### src/mcrb_cfg.svh
// Addresses, bit positions and reset values of the control register bank
`ifndef MCRB_CFG_SVH
`define MCRB_CFG_SVH

`define MCRB_ADDR_MISC       8'hC0
`define MCRB_ADDR_ANALOG     8'hC1
`define MCRB_ADDR_PWM_HIGH   8'hC6
`define MCRB_ADDR_PWM_LOW    8'hC7
`define MCRB_ADDR_PWM_EN     8'hC8

`define MCRB_RST_MISC        8'h80
`define MCRB_RST_ANALOG      8'h00
`define MCRB_RST_PWM_HIGH    8'h00
`define MCRB_RST_PWM_LOW     8'h80
`define MCRB_RST_PWM_EN      8'h00

`define MCRB_BIT_KEY         7
`define MCRB_BIT_CSYNC       6
`define MCRB_BIT_SEPSYNC     5
`define MCRB_BIT_DDC         4
`define MCRB_BIT_TWOWIRE     3
`define MCRB_BIT_ANALOG_COMPARE_ENABLE        2
`define MCRB_BIT_WINV        1
`define MCRB_BIT_NINV        0
`define MCRB_BIT_CHSEL       5
`define MCRB_BIT_COMP        0
`define MCRB_ANALOG_WMASK    8'h3E
`define MCRB_KEY_OFF         3'h5
`define MCRB_BITADDR_MISC    5'h18

`endif

### src/mcrb_pkg.sv
// Types shared by the control register bank modules
package mcrb_pkg;
    typedef logic [7:0] mcrb_byte_t;
    typedef logic [13:0] mcrb_wide_t;
endpackage

### src/mcrb_reg_if.sv
// Carrier between the register store and its top
`timescale 1ns/1ps
interface mcrb_reg_if;
    logic [7:0] wr_addr;
    logic [7:0] wr_data;
    logic       wr_en;
    logic [7:0] misc;
    logic [7:0] analog;
    logic [7:0] pwm_high;
    logic [7:0] pwm_low;
    logic [7:0] pwm_en;
    logic       comp_sync;
    modport store (input wr_addr, wr_data, wr_en, comp_sync,
                   output misc, analog, pwm_high, pwm_low, pwm_en);
    modport ctrl (output wr_addr, wr_data, wr_en, comp_sync,
                  input misc, analog, pwm_high, pwm_low, pwm_en);
endinterface

### src/mcrb_store.sv
// Register store of the control register bank
`timescale 1ns/1ps
`include "mcrb_cfg.svh"
module mcrb_store
    import mcrb_pkg::*;
(
    // Clock and reset
    input  wire logic   clk_sys_i,
    input  wire logic   rst_i,
    // Register carrier
    mcrb_reg_if.store   rif
);
    logic hit_misc;
    logic hit_analog;
    logic hit_high;
    logic hit_low;
    logic hit_en;
    assign hit_misc   = rif.wr_en && rif.wr_addr == `MCRB_ADDR_MISC;
    assign hit_analog = rif.wr_en && rif.wr_addr == `MCRB_ADDR_ANALOG;
    assign hit_high   = rif.wr_en && rif.wr_addr == `MCRB_ADDR_PWM_HIGH;
    assign hit_low    = rif.wr_en && rif.wr_addr == `MCRB_ADDR_PWM_LOW;
    assign hit_en     = rif.wr_en && rif.wr_addr == `MCRB_ADDR_PWM_EN;

    // Comparator bit is live status, reserved bits are never stored
    mcrb_byte_t next_analog;
    assign next_analog = (rif.wr_data & `MCRB_ANALOG_WMASK)
                       | {7'h00, rif.comp_sync}; // RQ17 RQ11

    always_ff @(posedge clk_sys_i or posedge rst_i) begin
        if (rst_i) begin
            rif.misc     <= `MCRB_RST_MISC; // RQ16
            rif.analog   <= `MCRB_RST_ANALOG;
            rif.pwm_high <= `MCRB_RST_PWM_HIGH;
            rif.pwm_low  <= `MCRB_RST_PWM_LOW;
            rif.pwm_en   <= `MCRB_RST_PWM_EN;
        end else begin
            if (hit_misc)
                rif.misc <= rif.wr_data;
            if (hit_analog)
                rif.analog <= next_analog;
            else
                rif.analog[`MCRB_BIT_COMP] <= rif.comp_sync; // RQ11
            if (hit_high)
                rif.pwm_high <= rif.wr_data;
            if (hit_low)
                rif.pwm_low <= rif.wr_data;
            if (hit_en)
                rif.pwm_en <= rif.wr_data;
        end
    end
endmodule // mcrb_store

### src/mcrb_sync.sv
// Two-flop synchroniser for the comparator level
`timescale 1ns/1ps
module mcrb_sync (
    // Clock and reset
    input  wire logic clk_sys_i,
    input  wire logic rst_i,
    // Level
    input  wire logic d_i,
    output logic      q_o
);
    logic meta;
    always_ff @(posedge clk_sys_i or posedge rst_i) begin
        if (rst_i) begin
            meta <= 1'b0;
            q_o  <= 1'b0;
        end else begin
            meta <= d_i;
            q_o  <= meta;
        end
    end
endmodule // mcrb_sync

### src/mcrb_top.sv
// Miscellaneous control register bank: pin selects, PWM polarity, ADC control
`timescale 1ns/1ps
`include "mcrb_cfg.svh"

// Behaviour
// [RQ1] Watchdog is disabled only when key bits 2,1,0 equal 101.
// [RQ2] Misc bit 6 routes the shared pin to composite sync, else port 1.6.
// [RQ3] Misc bit 5 drives separated sync outputs, else ports 1.4 and 1.5.
// [RQ4] Misc bit 4 connects display-channel clock/data, else ports 1.2 and 1.3.
// [RQ5] Misc bit 3 connects two-wire clock/data, else ports 1.0 and 1.1.
// [RQ6] Misc bit 2 enables comparator ADC and its two pins, else ports 3.2/3.3.
// [RQ7] Misc bit 1 inverts the wide PWM output.
// [RQ8] Misc bit 0 inverts all ten narrow PWM outputs.
// [RQ9] Analog bit 5 selects second input when one, first when zero.
// [RQ10] Analog bits 4..1 select the comparison reference level.
// [RQ11] Analog bit 0 reads the comparison result, read only.
// [RQ12] High latch bits 6..0 give wide PWM upper bits; bit 7 is a key bit.
// [RQ13] Low latch bits 6..0 give wide PWM lower bits; bit 7 is a key bit.
// [RQ14] Each misc register bit is separately bit addressable, plus byte access.
// [RQ15] Enable bit n switches PWM channel n onto its pin, else port 2.n.
// [RQ16] Misc register resets to 80h: port functions, non-inverted PWMs.
// [RQ17] Writes to comparison and reserved analog bits are ignored; reserved read 0.
// [RQ18] Wide PWM value is high seven bits above low seven bits.
module mcrb_top
    import mcrb_pkg::*;
(
    // Clock and reset
    input  wire logic        clk_sys_i,
    input  wire logic        rst_i,
    // Processor byte access
    input  wire logic [7:0]  sfr_addr_i,
    input  wire logic [7:0]  sfr_wdata_i,
    input  wire logic        sfr_wr_i,
    input  wire logic        sfr_rd_i,
    output logic      [7:0]  sfr_rdata_o,
    // Processor bit access
    input  wire logic [7:0]  bit_addr_i,
    input  wire logic        bit_wr_i,
    input  wire logic        bit_val_i,
    output logic             bit_rdata_o,
    // PWM raw waveforms and comparator level
    input  wire logic [9:0]  narrow_pwm_raw_i,
    input  wire logic        wide_pwm_raw_i,
    input  wire logic        comp_raw_i,
    // Pin function and control outputs
    output logic             watchdog_disable_o,
    output logic             composite_sync_pin_select_o,
    output logic             separated_sync_pin_select_o,
    output logic             display_channel_pin_select_o,
    output logic             two_wire_pin_select_o,
    output logic             analog_compare_enable_o,
    output logic             compare_input_select_o,
    output logic      [3:0]  reference_level_select_o,
    output logic      [13:0] wide_pwm_value_o,
    output logic      [7:0]  low_channel_output_enable_o,
    output logic      [9:0]  narrow_pwm_o,
    output logic             wide_pwm_output_o
);
    ////////////////////////////////////////////////////////////////////////
    mcrb_reg_if rif ();
    logic comp_sync;

    mcrb_sync u_comp_sync (
        .clk_sys_i (clk_sys_i),
        .rst_i     (rst_i),
        .d_i       (comp_raw_i),
        .q_o       (comp_sync)
    );

    // Bit writes to the misc register become a byte write with one bit changed
    logic       bit_hit;
    logic [2:0] bit_pos;
    mcrb_byte_t bit_merged;
    assign bit_hit    = bit_wr_i && bit_addr_i[7:3] == `MCRB_BITADDR_MISC; // RQ14
    assign bit_pos    = bit_addr_i[2:0];
    assign bit_merged = (rif.misc & ~(8'h01 << bit_pos))
                      | ({7'h00, bit_val_i} << bit_pos); // RQ14

    // Byte write wins if both arrive in one cycle
    assign rif.wr_en     = sfr_wr_i | bit_hit;
    assign rif.wr_addr   = sfr_wr_i ? sfr_addr_i : `MCRB_ADDR_MISC;
    assign rif.wr_data   = sfr_wr_i ? sfr_wdata_i : bit_merged;
    assign rif.comp_sync = comp_sync;

    mcrb_store u_store (
        .clk_sys_i (clk_sys_i),
        .rst_i     (rst_i),
        .rif       (rif)
    );

    ////////////////////////////////////////////////////////////////////////
    // Read decode; unmapped addresses read zero
    mcrb_byte_t rd_mux;
    assign rd_mux = (sfr_addr_i == `MCRB_ADDR_MISC)     ? rif.misc     :
                    (sfr_addr_i == `MCRB_ADDR_ANALOG)   ? rif.analog   : // RQ17
                    (sfr_addr_i == `MCRB_ADDR_PWM_HIGH) ? rif.pwm_high :
                    (sfr_addr_i == `MCRB_ADDR_PWM_LOW)  ? rif.pwm_low  :
                    (sfr_addr_i == `MCRB_ADDR_PWM_EN)   ? rif.pwm_en   : 8'h00;

    logic       wdog_off;
    mcrb_wide_t wide_val;
    assign wdog_off = {rif.misc[`MCRB_BIT_KEY], rif.pwm_high[`MCRB_BIT_KEY],
                       rif.pwm_low[`MCRB_BIT_KEY]} == `MCRB_KEY_OFF; // RQ1
    assign wide_val = {rif.pwm_high[6:0], rif.pwm_low[6:0]}; // RQ12 RQ13 RQ18

    ////////////////////////////////////////////////////////////////////////
    always_ff @(posedge clk_sys_i or posedge rst_i) begin
        if (rst_i) begin
            sfr_rdata_o <= 8'h00;
            bit_rdata_o <= 1'b0;
        end else begin
            if (sfr_rd_i)
                sfr_rdata_o <= rd_mux;
            bit_rdata_o <= rif.misc[bit_pos]; // RQ14
        end
    end

    always_ff @(posedge clk_sys_i or posedge rst_i) begin
        if (rst_i) begin
            watchdog_disable_o           <= 1'b0;
            composite_sync_pin_select_o  <= 1'b0;
            separated_sync_pin_select_o  <= 1'b0;
            display_channel_pin_select_o <= 1'b0;
            two_wire_pin_select_o        <= 1'b0;
            analog_compare_enable_o      <= 1'b0;
            compare_input_select_o       <= 1'b0;
            reference_level_select_o     <= 4'h0;
            wide_pwm_value_o             <= 14'h0000;
            low_channel_output_enable_o  <= 8'h00;
        end else begin
            watchdog_disable_o           <= wdog_off; // RQ1
            composite_sync_pin_select_o  <= rif.misc[`MCRB_BIT_CSYNC]; // RQ2
            separated_sync_pin_select_o  <= rif.misc[`MCRB_BIT_SEPSYNC]; // RQ3
            display_channel_pin_select_o <= rif.misc[`MCRB_BIT_DDC]; // RQ4
            two_wire_pin_select_o        <= rif.misc[`MCRB_BIT_TWOWIRE]; // RQ5
            analog_compare_enable_o      <= rif.misc[`MCRB_BIT_ANALOG_COMPARE_ENABLE]; // RQ6
            compare_input_select_o       <= rif.analog[`MCRB_BIT_CHSEL]; // RQ9
            reference_level_select_o     <= rif.analog[4:1]; // RQ10
            wide_pwm_value_o             <= wide_val; // RQ18
            low_channel_output_enable_o  <= rif.pwm_en; // RQ15
        end
    end

    // Polarity applied one flop late; adds one cycle of PWM delay
    always_ff @(posedge clk_sys_i or posedge rst_i) begin
        if (rst_i) begin
            narrow_pwm_o      <= 10'h000;
            wide_pwm_output_o <= 1'b0;
        end else begin
            narrow_pwm_o      <= narrow_pwm_raw_i ^ {10{rif.misc[`MCRB_BIT_NINV]}}; // RQ8
            wide_pwm_output_o <= wide_pwm_raw_i ^ rif.misc[`MCRB_BIT_WINV]; // RQ7
        end
    end
endmodule // mcrb_top

### config.mk
export PLATFORM = sky130hd
export DESIGN_NAME = mcrb_top
export DESIGN_NICKNAME = d
export VERILOG_FILES = /design/src/mcrb_pkg.sv /design/src/mcrb_reg_if.sv /design/src/mcrb_store.sv /design/src/mcrb_sync.sv /design/src/mcrb_top.sv
export VERILOG_INCLUDE_DIRS = /design/src
export SDC_FILE = /design/constraint.sdc
export NUM_CORES = 1
export LEC_CHECK = 0
export BUFFER_PORTS_ARGS = -buffer_cell sky130_fd_sc_hd__buf_2
export CAP_MARGIN = 25
export CORE_MARGIN = 2
export CORE_UTILIZATION = 47
export CTS_BUF_LIST = sky130_fd_sc_hd__clkbuf_16
export DETAILED_ROUTE_END_ITERATION = 7
export MAX_ROUTING_LAYER = met4
export PLACE_DENSITY = 0.83
export SETUP_SLACK_MARGIN = 0.05
export SYNTH_ARGS = -nofsm -noshare
export SYNTH_HDL_FRONTEND = slang
export SYNTH_SLANG_ARGS = --single-unit
### constraint.sdc
create_clock -name clk_sys_i -period 2.6 [get_ports clk_sys_i]
set_input_delay 0.26 -clock clk_sys_i [delete_from_list [all_inputs] [get_ports clk_sys_i]]
set_output_delay 0.26 -clock clk_sys_i [all_outputs]
set_load 0.01 [all_outputs]
==> results_dict.tcl <==
set metrics [dict create \
    gp_congestion 0.842 \
    fin_tns_setup_ps 0 \
    yosysWarnings 0 \
    syn_area_um2 3730 \
    layout-drive-gt1-share_pct 40.4 \
    antenna_found_initial 1 \
    synth_top_cell_by_area "dfrtp_1" \
    power_leakage_nw 2.33 \
    yosysSeqAreaShare_pct 62.5 \
    combPwrFrac_pct 11.3 \
    cp-endpoint "u_store.rif.pwm_low[1]$_DFFE_PP0P_" \
    arrival_ps 1930 \
    tightest_slew_ps 645 \
    globalRouteTotalUtil_pct 21.2 \
    p_switching_w 0.000804 \
    drc 0 \
    hold_path_class "in2reg" \
    grt_pass1_vias 2625 \
    seqPwrFrac_pct 50.0 \
    die_area_um2 8660 \
    status "finished clean" \
    synth.area.top_cells "dfrtp_1 61%, mux2_2 10%, xor2_1 2.6%" \
    synth.distinct_cells 40 \
    wl_um 8510 \
    setup_viol 0 \
    dp_hpwl_um 5960 \
    grt_setup_unrepaired "no" \
    rr_startpoint "u_store.rif.misc[0]$_DFFE_PP0P_" \
    p_clk_share_pct 38.7 \
    htreeDepth 3 \
    cp_data_required_time_ps 2820 \
    max_freq_ghz 0.585 \
    ys_ff_latch 93 \
    grt_max_degree 50 \
    start_kind "input port" \
    portBuffers 94 \
    place_area_um2 4300 \
    relSlewSlack_pct 56.6 \
    switching_share_pct 24.5 \
    r2r-end "bit_rdata_o$_DFF_PP0_" \
    end_kind "flop" \
    skew_ps 6.28 \
    cts_sinks 93 \
    start_util_pct 48.5 \
    ctsRootBufferMaster "clkbuf_16" \
    min_period_over_period_pct 65.7 \
    viasPerCell 5.42 \
    setup_ws_ps 891 \
    fp.dieH_um 93.0 \
    rows 32 \
    syn_area_per_cell_um2 13.2 \
    post-place-ws_ps 547 \
    crit_type "in2reg" \
    crit_start "sfr_addr_i[4]" \
    die_w_um 93.0 \
    fillers 632 \
    ff2ff_setup_slack_ps 1240 \
    final_cell_mix "94 x buf_2, 91 x dfrtp_1, 34 x mux2_2" \
    final_nets 419 \
    fin_area_um2 4620 \
    drtIter0Drc 282 \
    hold_viol_final 0 \
    dr.pass1.iters 4 \
    syn2layout_area_growth_pct 23.9 \
    p_int_w 0.00248 \
    grt-ovfl-total 0 \
    r2r_cells 3 \
    synth_nets 324 \
    path_clk_slew_ps 60 \
    worstSkewPairLatency_ps 340 \
    finalMaxSlewViolations 0 \
    grt_pass1_wl_um 13400 \
    core_area_um2 7690 \
    ir_worst_vdd_mv 0.467 \
    fin_crit_ps 1710 \
    crit_path_max_fanout 8 \
    num_io_pins 95 \
    cts_buffers 9 \
    syn_inst 282 \
    synth_top_area_share_pct 61.1 \
    power_density_nw_per_um2 710 \
    wl_per_cell_um 17.6 \
    cts_tree "built" \
    clock_path_buffers 2 \
    final_common_cell "buf_2" \
    antenna_left 0 \
    fin_total_pwr_w 0.00328 \
    max_cap_viol_count 0 \
    vias 2624 \
]
-- worst max-delay path, cell delays in order --
cell and delay (ps):
buf_2 100, nor4bb_1 460, nand3_1 170, nor2_1 530, mux2_2 410
-- power by group through the flow --
stage | clock, W | combinational (W) | sequential (W)
4_1_cts | 0.00129 | 0.000371 | 0.00164
3_5_place_dp | 0 | 0.000369 | 0.00167
5_1_grt | 0.00136 | 0.000408 | 0.00165
3_3_place_gp | 0 | 0.000358 | 0.00166
6_report | 0.00127 | 0.000371 | 0.00164
2_1_floorplan | 0 | 0.000174 | 0.00168
-- Yosys cell counts --
| cell type | instances |
|---|---|
| a32oi_1 | 1 |
| o41ai_1 | 3 |
| a31oi_1 | 4 |
| o311ai_0 | 1 |
| inv_1 | 5 |
| o21ai_0 | 10 |
| a21oi_1 | 9 |
| o2bb2ai_1 | 8 |
| dfrtp_1 | 91 |
| nor4b_2 | 1 |
| nand4bb_1 | 1 |
| and3_4 | 1 |
| a221o_1 | 1 |
| o31ai_1 | 1 |
| clkbuf_1 | 10 |
| mux2i_1 | 3 |
| dfstp_2 | 2 |
| nor2b_1 | 9 |
| nand4b_1 | 1 |
| or3_1 | 3 |
| nand3_1 | 4 |
| buf_1 | 3 |
| a211oi_1 | 1 |
| xor2_1 | 11 |
| buf_6 | 1 |
| nand2_1 | 15 |
| a311oi_1 | 8 |
| o2bb2a_1 | 6 |
| and2_1 | 1 |
| nor3_1 | 1 |
| buf_2 | 1 |
| or3_4 | 1 |
| or4_1 | 1 |
| mux2_2 | 34 |
| nor4bb_1 | 1 |
| and3b_1 | 1 |
| mux4_2 | 2 |
| nor2_1 | 14 |
| nand3b_1 | 1 |
| nand2b_1 | 10 |
-- flip-flops by register name (all words and copies together), names as in the netlist --
signal,count
wide_pwm_output_o,1
compare_input_select_o,1
u_store.rif.analog,6
wide_pwm_value_o,14
separated_sync_pin_select_o,1
u_store.rif.pwm_high,8
two_wire_pin_select_o,1
watchdog_disable_o,1
bit_rdata_o,1
u_store.rif.misc,8
reference_level_select_o,4
composite_sync_pin_select_o,1
u_store.rif.pwm_en,8
sfr_rdata_o,8
u_store.rif.pwm_low,8
u_comp_sync.meta,1
low_channel_output_enable_o,8
narrow_pwm_o,10
display_channel_pin_select_o,1
analog_compare_enable_o,1
u_comp_sync.q_o,1
-- layer usage --
layer  GRT usage [%]  part of all wire, %  wire, µm
met1            26.8                   43      3630
met2            33.7                   49      4210
met3            5.96                  6.5       556
met4            6.37                  1.5       125
met5               -                    0         0
-- cell families (layout without fill, tap and decap cells) --
kind of cell	Yosys count	count (layout)	share of synthesized area, %
xor+xnor	11	11	2.59
flops	93	93	62.5
compound gates	53	53	10.4
mux	39	39	12.3
other cells	0	1	0
buf+inv	20	119	2.25
simple gates	66	66	9.91
-- layout make-up --
type                    instances  area (µm²)  share of cell area, %
flip-flops and latches         93        2330                   50.4
well taps                     102         128                   2.76
repair buffers                 99         536                   11.6
clock inverters                 6        62.6                   1.35
diodes                          1        2.50                 0.0542
inverters                       5        22.5                  0.488
multi-input cells             169        1310                   28.4
clock buffers                   9         225                   4.88
-- worst min-delay path by stage --
stage                                          start                               to  slack (ps)  cells past startpoint
after floorplan                           comp_raw_i       u_comp_sync.meta$_DFF_PP0_         290                      0
after global placement    u_comp_sync.meta$_DFF_PP0_        u_comp_sync.q_o$_DFF_PP0_         330                      0
after detailed placement   u_comp_sync.q_o$_DFF_PP0_  u_store.rif.analog[0]$_DFF_PP0_         340                      0
after CTS                                 comp_raw_i       u_comp_sync.meta$_DFF_PP0_          20                      1
after global routing                      comp_raw_i       u_comp_sync.meta$_DFF_PP0_          20                      1
final                                     comp_raw_i       u_comp_sync.meta$_DFF_PP0_          20                      1
-- repair_timing --
item                       in CTS  in global routing
gates resized for setup         0                  0
hold endpoints to repair        0                 11
buffers inserted                0                  0
hold buffers                    0                  1
setup endpoints to repair       0                  0
-- metrics by stage --
step | instances | hold slack [ps] | util, %
3_3_place_gp | 466 | 333 | 55.9
6_report | 484 | 23.1 | 60.1
3_5_place_dp | 466 | 338 | 55.9
5_1_grt | 484 | 17.3 | 60.1
2_1_floorplan | 282 | 291 | -
4_1_cts | 481 | 22.1 | 59.7
Note: power is estimated with default switching activity, not from simulation.
